File: src/common/ifsl_defines.svh
// register offsets, field positions, reset values and codes of the fault status logger
`ifndef IFSL_DEFINES_SVH
`define IFSL_DEFINES_SVH

`define IFSL_OFS_IFS_LO 8'h00
`define IFSL_OFS_IFS_HI 8'h04
`define IFSL_OFS_DFS_LO 8'h08
`define IFSL_OFS_DFS_HI 8'h0C
`define IFSL_OFS_IRQ_STAT 8'h10
`define IFSL_OFS_IRQ_MASK 8'h14

`define IFSL_BUF_HI 63
`define IFSL_BUF_LO 62
`define IFSL_IDX_HI 59
`define IFSL_IDX_LO 49
`define IFSL_MK 46
`define IFSL_EID_HI 45
`define IFSL_EID_LO 32
`define IFSL_UE 31
`define IFSL_BUS_ERROR_REPLY 30
`define IFSL_BUS_TIMEOUT_REPLY 29
`define IFSL_MHIT 27
`define IFSL_PAR 26
`define IFSL_NC 25
`define IFSL_ASI_HI 23
`define IFSL_ASI_LO 16
`define IFSL_TM 15
`define IFSL_OW 1
`define IFSL_FV 0

`define IFSL_IFS_RW_MASK 64'hCFFE_7FFF_EFFF_FFFF
`define IFSL_IFS_RESET 64'h0000_0000_0000_0000
`define IFSL_DFS_RESET 64'h0000_0000_0000_0000
`define IFSL_IRQ_RESET 4'h0

`define IFSL_PRIMARY_SPACE_CODE 8'h80
`define IFSL_NUCLEUS_SPACE_CODE 8'h04

`define IFSL_IRQ_MISS 0
`define IFSL_IRQ_EXC 1
`define IFSL_IRQ_ERR 2
`define IFSL_IRQ_OVW 3

`endif

File: src/common/ifsl_pkg.sv
// types shared by the fault status logger files
package ifsl_pkg;

  typedef enum logic [1:0] {
    IFSL_KIND_NONE = 2'b00,
    IFSL_KIND_MISS = 2'b01,
    IFSL_KIND_EXC = 2'b10,
    IFSL_KIND_ERR = 2'b11
  } ifsl_kind_t;

  typedef enum logic [1:0] {
    IFSL_BUF_FULL = 2'b00,
    IFSL_BUF_SET = 2'b10
  } ifsl_buf_t;

  typedef enum logic [2:0] {
    IFSL_REG_IFS_LO = 3'b000,
    IFSL_REG_IFS_HI = 3'b001,
    IFSL_REG_DFS_LO = 3'b010,
    IFSL_REG_DFS_HI = 3'b011,
    IFSL_REG_IRQ_STAT = 3'b100,
    IFSL_REG_IRQ_MASK = 3'b101,
    IFSL_REG_NONE = 3'b111
  } ifsl_reg_t;

endpackage : ifsl_pkg

File: src/hw/ifsl_top.sv
// instruction fault status logger with AHB-Lite register slave and interrupt
// Functional notes
// - a translation buffer error logs the failing buffer in bits 63:62, 00 full, 10 set associative.
// - coinciding buffer errors log full parity, then set parity, then set multi-hit, then full multi-hit.
// - the failing entry index goes to bits 59:49; on multi-hit any matching index may be shown.
// - bit 46 is set whenever the uncorrectable error bit is set.
// - the error mark tag is captured in bits 45:32 when a marked uncorrectable error is logged.
// - bit 31 is set on an uncorrectable error in a fetched instruction word.
// - bit 30 is set when a fetch returned a bus error reply.
// - bit 29 is set when a fetch returned a bus timeout reply.
// - a lookup error sets bit 27 for multi-hit and bit 26 for parity.
// - bit 25 records a noncacheable faulting reference.
// - the 8-bit space id of the faulting reference goes to bits 23:16.
// - the space id is 80 hex at trap depth zero and 04 hex above zero.
// - the fault valid flag is set on an exception but not on a plain miss.
// - the overwrite flag is set when a new exception finds fault valid still set.
// - the register is updated by software writes and otherwise only on a miss, an access exception or an access error trap.
`timescale 1ns/10ps
`include "ifsl_defines.svh"
module ifsl_top #(
  parameter int IDX_W = 11,
  parameter int EID_W = 14,
  parameter int DEPTH_W = 3
) (
  input wire logic hclk,
  input wire logic hresetn,
  input wire logic hsel,
  input wire logic [31:0] haddr,
  input wire logic [1:0] htrans,
  input wire logic hwrite,
  input wire logic [2:0] hsize,
  input wire logic [31:0] hwdata,
  input wire logic hready,
  output logic [31:0] hrdata,
  output logic hreadyout,
  output logic hresp,
  output logic irq,
  input wire logic trap_valid,
  input wire ifsl_pkg::ifsl_kind_t trap_kind,
  input wire logic [DEPTH_W-1:0] trap_depth,
  input wire logic fa_parity_err,
  input wire logic sa_parity_err,
  input wire logic sa_multihit_err,
  input wire logic fa_multihit_err,
  input wire logic [IDX_W-1:0] fa_parity_idx,
  input wire logic [IDX_W-1:0] sa_parity_idx,
  input wire logic [IDX_W-1:0] sa_multihit_idx,
  input wire logic [IDX_W-1:0] fa_multihit_idx,
  input wire logic uncorrectable_fetch_error,
  input wire logic [EID_W-1:0] err_mark_tag,
  input wire logic bus_error_reply,
  input wire logic bus_timeout_reply,
  input wire logic noncacheable
);

  ////////////////////////////////////////////////////////////////////////////
  // register address decode, shared by write and read paths
  function automatic ifsl_pkg::ifsl_reg_t reg_decode(input logic [31:0] addr);
    logic [7:0] ofs;
    ofs = addr[7:0];
    reg_decode = ifsl_pkg::IFSL_REG_NONE;
    if (addr[31:8] == 24'h00_0000) begin
      case (ofs)
        `IFSL_OFS_IFS_LO: reg_decode = ifsl_pkg::IFSL_REG_IFS_LO;
        `IFSL_OFS_IFS_HI: reg_decode = ifsl_pkg::IFSL_REG_IFS_HI;
        `IFSL_OFS_DFS_LO: reg_decode = ifsl_pkg::IFSL_REG_DFS_LO;
        `IFSL_OFS_DFS_HI: reg_decode = ifsl_pkg::IFSL_REG_DFS_HI;
        `IFSL_OFS_IRQ_STAT: reg_decode = ifsl_pkg::IFSL_REG_IRQ_STAT;
        `IFSL_OFS_IRQ_MASK: reg_decode = ifsl_pkg::IFSL_REG_IRQ_MASK;
        default: reg_decode = ifsl_pkg::IFSL_REG_NONE;
      endcase
    end
  endfunction : reg_decode

  ////////////////////////////////////////////////////////////////////////////
  // translation buffer error pick
  logic tlb_any;
  ifsl_pkg::ifsl_buf_t tlb_buf;
  logic [IDX_W-1:0] tlb_idx;
  logic tlb_mhit;
  logic tlb_par;

  ifsl_tlb_pick #(.IDX_W(IDX_W)) u_pick (
    .fa_parity_err(fa_parity_err),
    .sa_parity_err(sa_parity_err),
    .sa_multihit_err(sa_multihit_err),
    .fa_multihit_err(fa_multihit_err),
    .fa_parity_idx(fa_parity_idx),
    .sa_parity_idx(sa_parity_idx),
    .sa_multihit_idx(sa_multihit_idx),
    .fa_multihit_idx(fa_multihit_idx),
    .any_err(tlb_any),
    .buf_sel(tlb_buf),
    .idx(tlb_idx),
    .multihit(tlb_mhit),
    .parity(tlb_par)
  );

  ////////////////////////////////////////////////////////////////////////////
  // bus slave state
  logic dp_wr_ff, nxt_dp_wr;
  ifsl_pkg::ifsl_reg_t dp_reg_ff, nxt_dp_reg;
  logic [31:0] hrdata_ff, nxt_hrdata;
  logic hreadyout_ff;
  logic hresp_ff;
  logic ap_valid;

  // fault status state
  logic [63:0] ifs_ff, nxt_ifs;
  logic [63:0] dfs_ff, nxt_dfs;
  logic [3:0] ists_ff, nxt_ists;
  logic [3:0] imask_ff, nxt_imask;
  logic irq_ff, nxt_irq;
  logic [3:0] evt;
  logic cur_fv;
  logic [7:0] space_id;

  assign ap_valid = hsel && htrans[1] && hready;
  assign space_id = (trap_depth == '0) ? `IFSL_PRIMARY_SPACE_CODE : `IFSL_NUCLEUS_SPACE_CODE;

  ////////////////////////////////////////////////////////////////////////////
  // register next values: software write first, hardware logging on top
  always_comb begin
    logic [63:0] tmp;
    tmp = ifs_ff;
    nxt_dfs = dfs_ff;
    nxt_imask = imask_ff;
    nxt_ists = ists_ff;
    evt = 4'h0;
    if (dp_wr_ff) begin
      unique case (dp_reg_ff)
        ifsl_pkg::IFSL_REG_IFS_LO: tmp[31:0] = hwdata;
        ifsl_pkg::IFSL_REG_IFS_HI: tmp[63:32] = hwdata;
        ifsl_pkg::IFSL_REG_DFS_LO: nxt_dfs[31:0] = hwdata;
        ifsl_pkg::IFSL_REG_DFS_HI: nxt_dfs[63:32] = hwdata;
        ifsl_pkg::IFSL_REG_IRQ_STAT: nxt_ists = ists_ff & ~hwdata[3:0];
        ifsl_pkg::IFSL_REG_IRQ_MASK: nxt_imask = hwdata[3:0];
        ifsl_pkg::IFSL_REG_NONE: tmp = tmp;
      endcase
    end
    cur_fv = tmp[`IFSL_FV];
    // only the three trap kinds touch the register
    if (trap_valid) begin
      unique case (trap_kind)
        ifsl_pkg::IFSL_KIND_MISS: begin
          tmp[`IFSL_TM] = 1'b1;
          // a miss never sets fault valid and always sets bit 15; on a live fault everything else is kept
          if (!cur_fv) begin
            tmp[`IFSL_OW] = 1'b0;
          end
          evt[`IFSL_IRQ_MISS] = 1'b1;
        end
        ifsl_pkg::IFSL_KIND_EXC: begin
          tmp[`IFSL_OW] = cur_fv;
          tmp[`IFSL_FV] = 1'b1;
          tmp[`IFSL_ASI_HI:`IFSL_ASI_LO] = space_id;
          if (!cur_fv) begin
            tmp[`IFSL_TM] = 1'b0;
          end
          evt[`IFSL_IRQ_EXC] = 1'b1;
          evt[`IFSL_IRQ_OVW] = cur_fv;
        end
        ifsl_pkg::IFSL_KIND_ERR: begin
          tmp[`IFSL_OW] = cur_fv;
          tmp[`IFSL_FV] = 1'b1;
          tmp[`IFSL_ASI_HI:`IFSL_ASI_LO] = space_id;
          if (!cur_fv) begin
            tmp[`IFSL_TM] = 1'b0;
          end
          if (tlb_any) begin
            tmp[`IFSL_BUF_HI:`IFSL_BUF_LO] = tlb_buf;
            tmp[`IFSL_IDX_HI:`IFSL_IDX_LO] = tlb_idx;
          end
          tmp[`IFSL_MHIT] = tlb_mhit;
          tmp[`IFSL_PAR] = tlb_par;
          tmp[`IFSL_UE] = uncorrectable_fetch_error;
          // every uncorrectable error counts as marked
          tmp[`IFSL_MK] = uncorrectable_fetch_error;
          if (uncorrectable_fetch_error) begin
            tmp[`IFSL_EID_HI:`IFSL_EID_LO] = err_mark_tag;
          end
          tmp[`IFSL_BUS_ERROR_REPLY] = bus_error_reply;
          tmp[`IFSL_BUS_TIMEOUT_REPLY] = bus_timeout_reply;
          tmp[`IFSL_NC] = noncacheable;
          evt[`IFSL_IRQ_ERR] = 1'b1;
          evt[`IFSL_IRQ_OVW] = cur_fv;
        end
        ifsl_pkg::IFSL_KIND_NONE: tmp = tmp;
      endcase
    end
    nxt_ifs = tmp & `IFSL_IFS_RW_MASK;
    // set wins over a clear in the same cycle
    nxt_ists = nxt_ists | evt;
    nxt_irq = |(nxt_ists & nxt_imask);
  end

  always_ff @(posedge hclk or negedge hresetn) begin
    if (!hresetn) begin
      ifs_ff <= `IFSL_IFS_RESET;
      dfs_ff <= `IFSL_DFS_RESET;
      ists_ff <= `IFSL_IRQ_RESET;
      imask_ff <= `IFSL_IRQ_RESET;
      irq_ff <= 1'b0;
    end else begin
      ifs_ff <= nxt_ifs;
      dfs_ff <= nxt_dfs;
      ists_ff <= nxt_ists;
      imask_ff <= nxt_imask;
      irq_ff <= nxt_irq;
    end
  end

  ////////////////////////////////////////////////////////////////////////////
  // bus slave: zero wait state, read data from next values so a read right
  // after a write to the same word sees the new contents
  always_comb begin
    nxt_dp_wr = ap_valid && hwrite;
    nxt_dp_reg = ap_valid ? reg_decode(haddr) : ifsl_pkg::IFSL_REG_NONE;
    nxt_hrdata = hrdata_ff;
    if (ap_valid && !hwrite) begin
      unique case (reg_decode(haddr))
        ifsl_pkg::IFSL_REG_IFS_LO: nxt_hrdata = nxt_ifs[31:0];
        ifsl_pkg::IFSL_REG_IFS_HI: nxt_hrdata = nxt_ifs[63:32];
        ifsl_pkg::IFSL_REG_DFS_LO: nxt_hrdata = nxt_dfs[31:0];
        ifsl_pkg::IFSL_REG_DFS_HI: nxt_hrdata = nxt_dfs[63:32];
        ifsl_pkg::IFSL_REG_IRQ_STAT: nxt_hrdata = {28'h000_0000, nxt_ists};
        ifsl_pkg::IFSL_REG_IRQ_MASK: nxt_hrdata = {28'h000_0000, nxt_imask};
        ifsl_pkg::IFSL_REG_NONE: nxt_hrdata = 32'h0000_0000;
      endcase
    end
  end

  always_ff @(posedge hclk or negedge hresetn) begin
    if (!hresetn) begin
      dp_wr_ff <= 1'b0;
      dp_reg_ff <= ifsl_pkg::IFSL_REG_NONE;
      hrdata_ff <= 32'h0000_0000;
      hreadyout_ff <= 1'b1;
      hresp_ff <= 1'b0;
    end else begin
      dp_wr_ff <= nxt_dp_wr;
      dp_reg_ff <= nxt_dp_reg;
      hrdata_ff <= nxt_hrdata;
      hreadyout_ff <= 1'b1;
      hresp_ff <= 1'b0;
    end
  end

  assign hrdata = hrdata_ff;
  assign hreadyout = hreadyout_ff;
  assign hresp = hresp_ff;
  assign irq = irq_ff;

  logic err_evt;
  logic upd_evt;
  assign err_evt = trap_valid && (trap_kind == ifsl_pkg::IFSL_KIND_ERR);
  assign upd_evt = trap_valid && (trap_kind != ifsl_pkg::IFSL_KIND_NONE);
endmodule : ifsl_top

File: src/hw/ifsl_tlb_pick.sv
// priority pick among concurrent translation buffer errors
`timescale 1ns/10ps
module ifsl_tlb_pick #(
  parameter int IDX_W = 11
) (
  input wire logic fa_parity_err,
  input wire logic sa_parity_err,
  input wire logic sa_multihit_err,
  input wire logic fa_multihit_err,
  input wire logic [IDX_W-1:0] fa_parity_idx,
  input wire logic [IDX_W-1:0] sa_parity_idx,
  input wire logic [IDX_W-1:0] sa_multihit_idx,
  input wire logic [IDX_W-1:0] fa_multihit_idx,
  output logic any_err,
  output ifsl_pkg::ifsl_buf_t buf_sel,
  output logic [IDX_W-1:0] idx,
  output logic multihit,
  output logic parity
);

  logic [3:0] err_vec;
  logic [IDX_W-1:0] idx_vec [4];
  ifsl_pkg::ifsl_buf_t buf_vec [4];

  // slot 0 is the highest priority
  assign err_vec = {fa_multihit_err, sa_multihit_err, sa_parity_err, fa_parity_err};
  assign idx_vec[0] = fa_parity_idx;
  assign idx_vec[1] = sa_parity_idx;
  assign idx_vec[2] = sa_multihit_idx;
  assign idx_vec[3] = fa_multihit_idx;
  assign buf_vec[0] = ifsl_pkg::IFSL_BUF_FULL;
  assign buf_vec[1] = ifsl_pkg::IFSL_BUF_SET;
  assign buf_vec[2] = ifsl_pkg::IFSL_BUF_SET;
  assign buf_vec[3] = ifsl_pkg::IFSL_BUF_FULL;

  always_comb begin
    any_err = 1'b0;
    buf_sel = ifsl_pkg::IFSL_BUF_FULL;
    idx = '0;
    multihit = 1'b0;
    parity = 1'b0;
    // walk from lowest to highest so the highest present wins
    for (int i = 3; i >= 0; i--) begin
      if (err_vec[i]) begin
        any_err = 1'b1;
        buf_sel = buf_vec[i];
        idx = idx_vec[i];
        multihit = (i >= 2);
        parity = (i < 2);
      end
    end
  end

endmodule : ifsl_tlb_pick

File: config.mk
export PLATFORM = sky130hd
export DESIGN_NAME = ifsl_top
export DESIGN_NICKNAME = d
export VERILOG_FILES = /design/src/common/ifsl_pkg.sv /design/src/hw/ifsl_top.sv /design/src/hw/ifsl_tlb_pick.sv
export VERILOG_INCLUDE_DIRS = /design/src /design/src/common
export SDC_FILE = /design/constraint.sdc
export NUM_CORES = 1
export LEC_CHECK = 0
export ABC_AREA = 1
export BUFFER_PORTS_ARGS = -buffer_cell sky130_fd_sc_hd__buf_4
export CORE_MARGIN = 2
export CORE_UTILIZATION = 59
export CTS_CLUSTER_SIZE = 30
export DETAILED_ROUTE_END_ITERATION = 10
export GPL_TIMING_DRIVEN = 0
export PLACE_DENSITY = 0.86
export SKIP_LAST_GASP = 1
export SYNTH_ARGS = -nofsm -noshare
export SYNTH_HDL_FRONTEND = slang
export SYNTH_SLANG_ARGS = --single-unit
File: constraint.sdc
create_clock -name hclk -period 3 [get_ports hclk]
set_input_delay 0.45 -clock hclk [delete_from_list [all_inputs] [get_ports hclk]]
set_output_delay 0.45 -clock hclk [all_outputs]
set_load 0.05 [all_outputs]
Word level (Yosys, flattened, before mapping)
Cells that the tools add are included.
W data, S select, Z words.
- $add $sub $neg: 0
- $mul: 0
- div/mod/pow operators: 0
- order comparisons: 0
- equal/unequal tests: 19
- shifts and indexed selects: 0
- muxes and demuxes: 50
- bitwise operators: 4
- reduce and logical (&&, ||, !) cells: 13
- operators with widths (operator ; count):
    $pmux W32 S7 ; 1
    $mux W64 ; 3
    $mux W32 ; 4
    $mux W11 ; 6
    $logic_not A24 Y1 ; 1
    $mux W4 ; 5
    $mux W18 ; 1
    $pmux W3 S6 ; 1
    $eq A8 B4 Y1 const B ; 2
    $eq A8 B5 Y1 const B ; 2
    $mux W8 ; 2
    $eq A3 B3 Y1 const B ; 5
    $mux W1 ; 15
    $mux W14 ; 1
    $eq A3 B2 Y1 const B ; 4
    $mux W3 ; 4
    $mux W2 ; 5
    $logic_not A3 Y1 ; 3
    $and A4 B4 Y4 ; 2
    $eq A8 B3 Y1 const B ; 1
    $logic_not A8 Y1 ; 1
    $eq A3 B1 Y1 const B ; 2
    $pmux W1 S3 ; 2
    $eq A2 B2 Y1 const B ; 2
    other kinds (8) ; 11
- flip-flop bits (word level): 168
- latch bits: 0
- memory bits (writable): 0
- bits in read-only memories: 0
- input bits: 146
- output and inout bits: 35
- word-level logic and storage cells: 94
- memories: 0

Depth between registers and ports, before layout
- word-level depth: 8
- depth in mapped cells: 14
- depth with buffers taken out: 13

Modules after synthesis
Synthesis repeated with hierarchy kept, for this count alone.
- cells, all modules: 1112
- area total of the unflattened synthesis: 8490.6 sq um
- by module, submodules not included (module ; times used ; cells an instance ; area each (sq um) ; sequential area each (sq um)):
    ifsl_top ; 1 ; 1007 ; 7987.7 ; 4207.8
    ifsl_tlb_pick ; 1 ; 105 ; 503.0 ; 0.0

Worst setup path before layout
Ideal clock, no wire load.
- path kind: in2reg
- start point: in haddr[1]
- end point: reg hrdata_ff[27] (netlist: hrdata[27])
- data arrival time: 1.641 ns
- data required time: 2.882 ns
- slack: 1.241 ns
- stages: 14
- cell sequence: nor2_2 inv_2 nor2_4 inv_4 nand2_2 nand3_2 inv_2 nand3_2 buf_6 buf_6 nor2_2 nor2_1 nand2_1 nand2_1
- cells in the longest elaborated chain, start to end: 6
- ends and longest elaborated chain (element ; RTL line ; text):
    start, declared ; ifsl_top.sv:28 ; input wire logic [31:0] haddr,
    $eq A8 B5 Y1, or another cell as far along ; ifsl_top.sv:63 ; case (ofs)
    $pmux W3 S6 * ; ifsl_top.sv:63 ;
    $mux W3 * ; ifsl_top.sv:62 ; if (addr[31:8] == 24'h00_0000) begin
    $mux W3 * ; ifsl_top.sv:220 ; if (ap_valid && !hwrite) begin
    $eq A3 B3 Y1, or another cell as far along ; ifsl_top.sv:221 ; unique case (reg_decode(haddr))
    $pmux W32 S7 * ; ifsl_top.sv:221 ;
    end signal, assigned ; ifsl_top.sv:243 ; hrdata_ff <= nxt_hrdata;
    end, declared ; ifsl_top.sv:103 ; logic [31:0] hrdata_ff, nxt_hrdata;
Every way passes the cells marked *; elsewhere a longest branch is shown, timed or not. The select of a mux whose other input is x is not followed.
A chain may end at the register's enable or synchronous reset.

Worst setup path after layout
- start point: reg dp_reg_ff[0]
- end point: reg hrdata_ff[25] (netlist: hrdata[25])
- RTL lines (element ; RTL line ; text):
    start, declared ; ifsl_top.sv:102 ; ifsl_pkg::ifsl_reg_t dp_reg_ff, nxt_dp_reg;
    start signal, assigned ; ifsl_top.sv:236 ; dp_reg_ff <= ifsl_pkg::IFSL_REG_NONE;
    start signal, assigned ; ifsl_top.sv:242 ; dp_reg_ff <= nxt_dp_reg;
    $eq A3 B2 Y1 ; ifsl_top.sv:131 ; unique case (dp_reg_ff)
    $mux W32 ; ifsl_top.sv:131 ;
    $mux W64 ; ifsl_top.sv:130 ; if (dp_wr_ff) begin
    named net nxt_dfs[25] ; ifsl_top.sv:110 ; logic [63:0] dfs_ff, nxt_dfs;
    $pmux W32 S7 ; ifsl_top.sv:221 ;
The timed path passes the listed nets, and every way through them passes these cells.

==> metrics.yaml <==
clk_latency_ns: 0.43
p_sw_share_pct: 23.99
cts_tree: "done"
r2r_start: "dp_reg_ff[0]"
cts_made_buffers: 17
r2r_cells: 9
outcome: "finished with violations"
syn-cell-area_sq_um: 8492
slew_violations: 0
drt_iter0_markers: 826
tns_ns: 0
core_area_sq_um: 13990
setup_violations: 0
pwr-share-comb_pct: 10.2
synth_enable_flop_cells: 0
ctsResizeCount: 0
critical_path_required_ns: 3.37
firstDrtPassIters: 6
gp_congestion: 0.9261
leakage_nw: 5.655
p_sw_w: 0.001235
synthArstFlopShare_pct: 100.0
grt_pass1_vias: 8169
cp.arrival_ns: 2.68
netlist_instances: 1108
hold_buffers: 0
wl_per_cell_um: 17.55
vias: 8476
cts_buffer_depth: 2
synth_area_leaders: "dfrtp_1 49%, nand2_1 14%, o21ai_0 5.9%, nor2_1 5.3%, inv_1 4.7%"
htree_levels: 4
violations: "negative hold slack"
grt.overflow.total: 0
portBuffers: 174
hold_class: "in2async"
wirelength_um: 26220
drv_cap: 0
ys_ff_latch: 168
yosysTopAreaCellShare_pct: 48.62
post-route-period-util_pct: 77.06
crit_path_end_kind: "flip-flop"
cts_root_buf: "clkbuf_16"
rsz0062_at_grt: "false"
r2r_setup_slack_ns: 0.69
finalCriticalPeriod_ns: 2.312
pwr-share-clk_pct: 43.4
synth.distinct_cells: 36
ys_seq_area_share_pct: 49.55
postRouteAntennaNets: 0
detail_route.vias_per_cell: 5.673
synthFlopType: "dfrtp_1"
hpwl_um: 18110
worst_pin_slew_ns: 0.7676
p_int_w: 0.003913
dieArea_sq_um: 15370
drc: 0
die_h_um: 124.0
clkSinkCount: 168
finalNonFillerCells: 1494
die-width_um: 124.0
yosys.area.top_type: "dfrtp_1"
fmax_mhz: 432.6
grt_pass1_wl_um: 40310
grt_usage_pct: 34.95
worstPathMaxFanout: 10
reg2reg_to: "hrdata[25]"
power_density_nw_per_um2: 483.2
p_seq_share_pct: 46.4
worstSetupPathType: "reg2reg"
yosys_warnings: 0
fin_hold_ws_ns: -0.02078
max_slew_margin_pct: 48.83
critPathLaunch: "dp_reg_ff[0]"
fin_nets: 1448
antenna_cells: 0
postCtsSetupBuffers: 0
ir_drop_v: 0.0004155
final-hold-violation-count: 4
path_clk_slew_ns: 0.06
pin_count: 181
yosysMostFrequentCell: "nand2_1"
synth_commonest_cells: "313 x nand2_1, 165 x dfrtp_1, 119 x nor2_1"
worstSetupStartpointType: "flip-flop"
fp-row-count: 43
initial_utilization_pct: 60.71
grt_max_degree: 88
antenna_found_initial: 0
synth.net_count: 1254
drive_above_1_share_pct: 21.54
synth.avg_cell_area_sq_um: 7.664
dpl.cell_count: 1463
area_delta_synth_final_pct: 25.45
fin_skew_ns: 0.007368
## flip-flops by register name, indices dropped and copies added (netlist names)
register   cells
dfs_ff        64
ifs_ff        59
hrdata        32
imask_ff       4
ists_ff        4
dp_reg_ff      3
dp_wr_ff       1
irq            1
## cell type report
class                           instances  area [sq um]
Clock buffer                           18         439.2
Fill cell                            1035          3336
Timing Repair Buffer                  175          1341
Multi-Input combinational cell        759          3485
Clock inverter                         13         155.1
Buffer                                 59         334.1
Inverter                              122         465.4
Sequential cell                       168          4208
Tap cell                              180         225.2
## per-stage QoR
stage	setup slack, ns	instance area, sq um	util, %	power (W)
3_3_place_gp	0.5385	10020	71.65	0.002921
3_5_place_dp	0.6346	10060	71.91	0.002946
4_1_cts	0.8023	10650	76.15	0.005130
6_report	0.6882	10650	76.15	0.005148
5_1_grt	0.5754	10650	76.15	0.005305
2_1_floorplan	1.241	8492	-	0.002673
## worst max path at each step
stage,depth (start not counted),endpoint
floorplan,14,hrdata[27]
global placement,1,hrdata[24]
detailed placement,14,hrdata[0]
CTS,10,hrdata[3]
global route,10,hrdata[31]
finish,9,hrdata[25]
## worst max-delay path, stage by stage (launching register included)
cell and delay, ns:
dfstp_2 0.54, inv_1 0.06, nand3_2 0.28, clkbuf_1 0.61
nand2_1 0.13, o21ai_0 0.18, nand3_1 0.13, nand4_1 0.15
nand2_1 0.10, nand2_1 0.07
## cell usage in the layout, fill, tap and decap left out, types with 2 or more instances in the layout
cell	Yosys	final
a21oi_1	50	50
buf_2	17	17
buf_4	6	179
buf_6	9	9
bufinv_16	0	3
clkbuf_1	26	26
clkbuf_16	0	17
clkinv_2	0	5
clkinv_4	0	2
clkinvlp_4	0	3
conb_1	2	2
dfrtp_1	165	165
dfstp_2	3	3
inv_1	106	106
inv_2	13	13
inv_4	3	3
mux2i_1	3	3
nand2_1	313	313
nand2_2	5	5
nand3_1	42	42
nand3_2	4	4
nand4_1	27	27
nor2_1	119	119
nor2_2	7	7
nor2_4	5	5
nor3_1	5	5
o211ai_1	24	24
o21a_1	4	4
o21ai_0	100	100
o21ai_1	33	33
o22ai_1	3	3
or2_0	5	5
## logic make-up after synthesis
kind of cell,synth area share (%)
multiplexers,0.3536
other,0.08844
AND/OR/NAND/NOR,26.95
flip-flops,49.55
buffers and inverters,9.415
AO/OA/AOI/OAI,13.64
## power groups by stage
stage / Combinational [W] / Clock, W / Sequential (W)
floorplan: 0.000250 / 0 / 0.00242
global placement: 0.000496 / 0 / 0.00243
detailed placement: 0.000516 / 0 / 0.00243
CTS: 0.000520 / 0.00222 / 0.00239
global route: 0.000584 / 0.00233 / 0.00240
finish: 0.000524 / 0.00223 / 0.00239
## per-layer routing
metal  global-route usage, %  vias to the layer above  wire, um
met3                   8.242                       90      2952
li1                        -                     3924         -
met4                   18.89                        0      1038
met1                   44.34                     3905      9906
met5                       0                        -         0
met2                   55.77                      557     12330
Power figures use the tool's default switching activity.
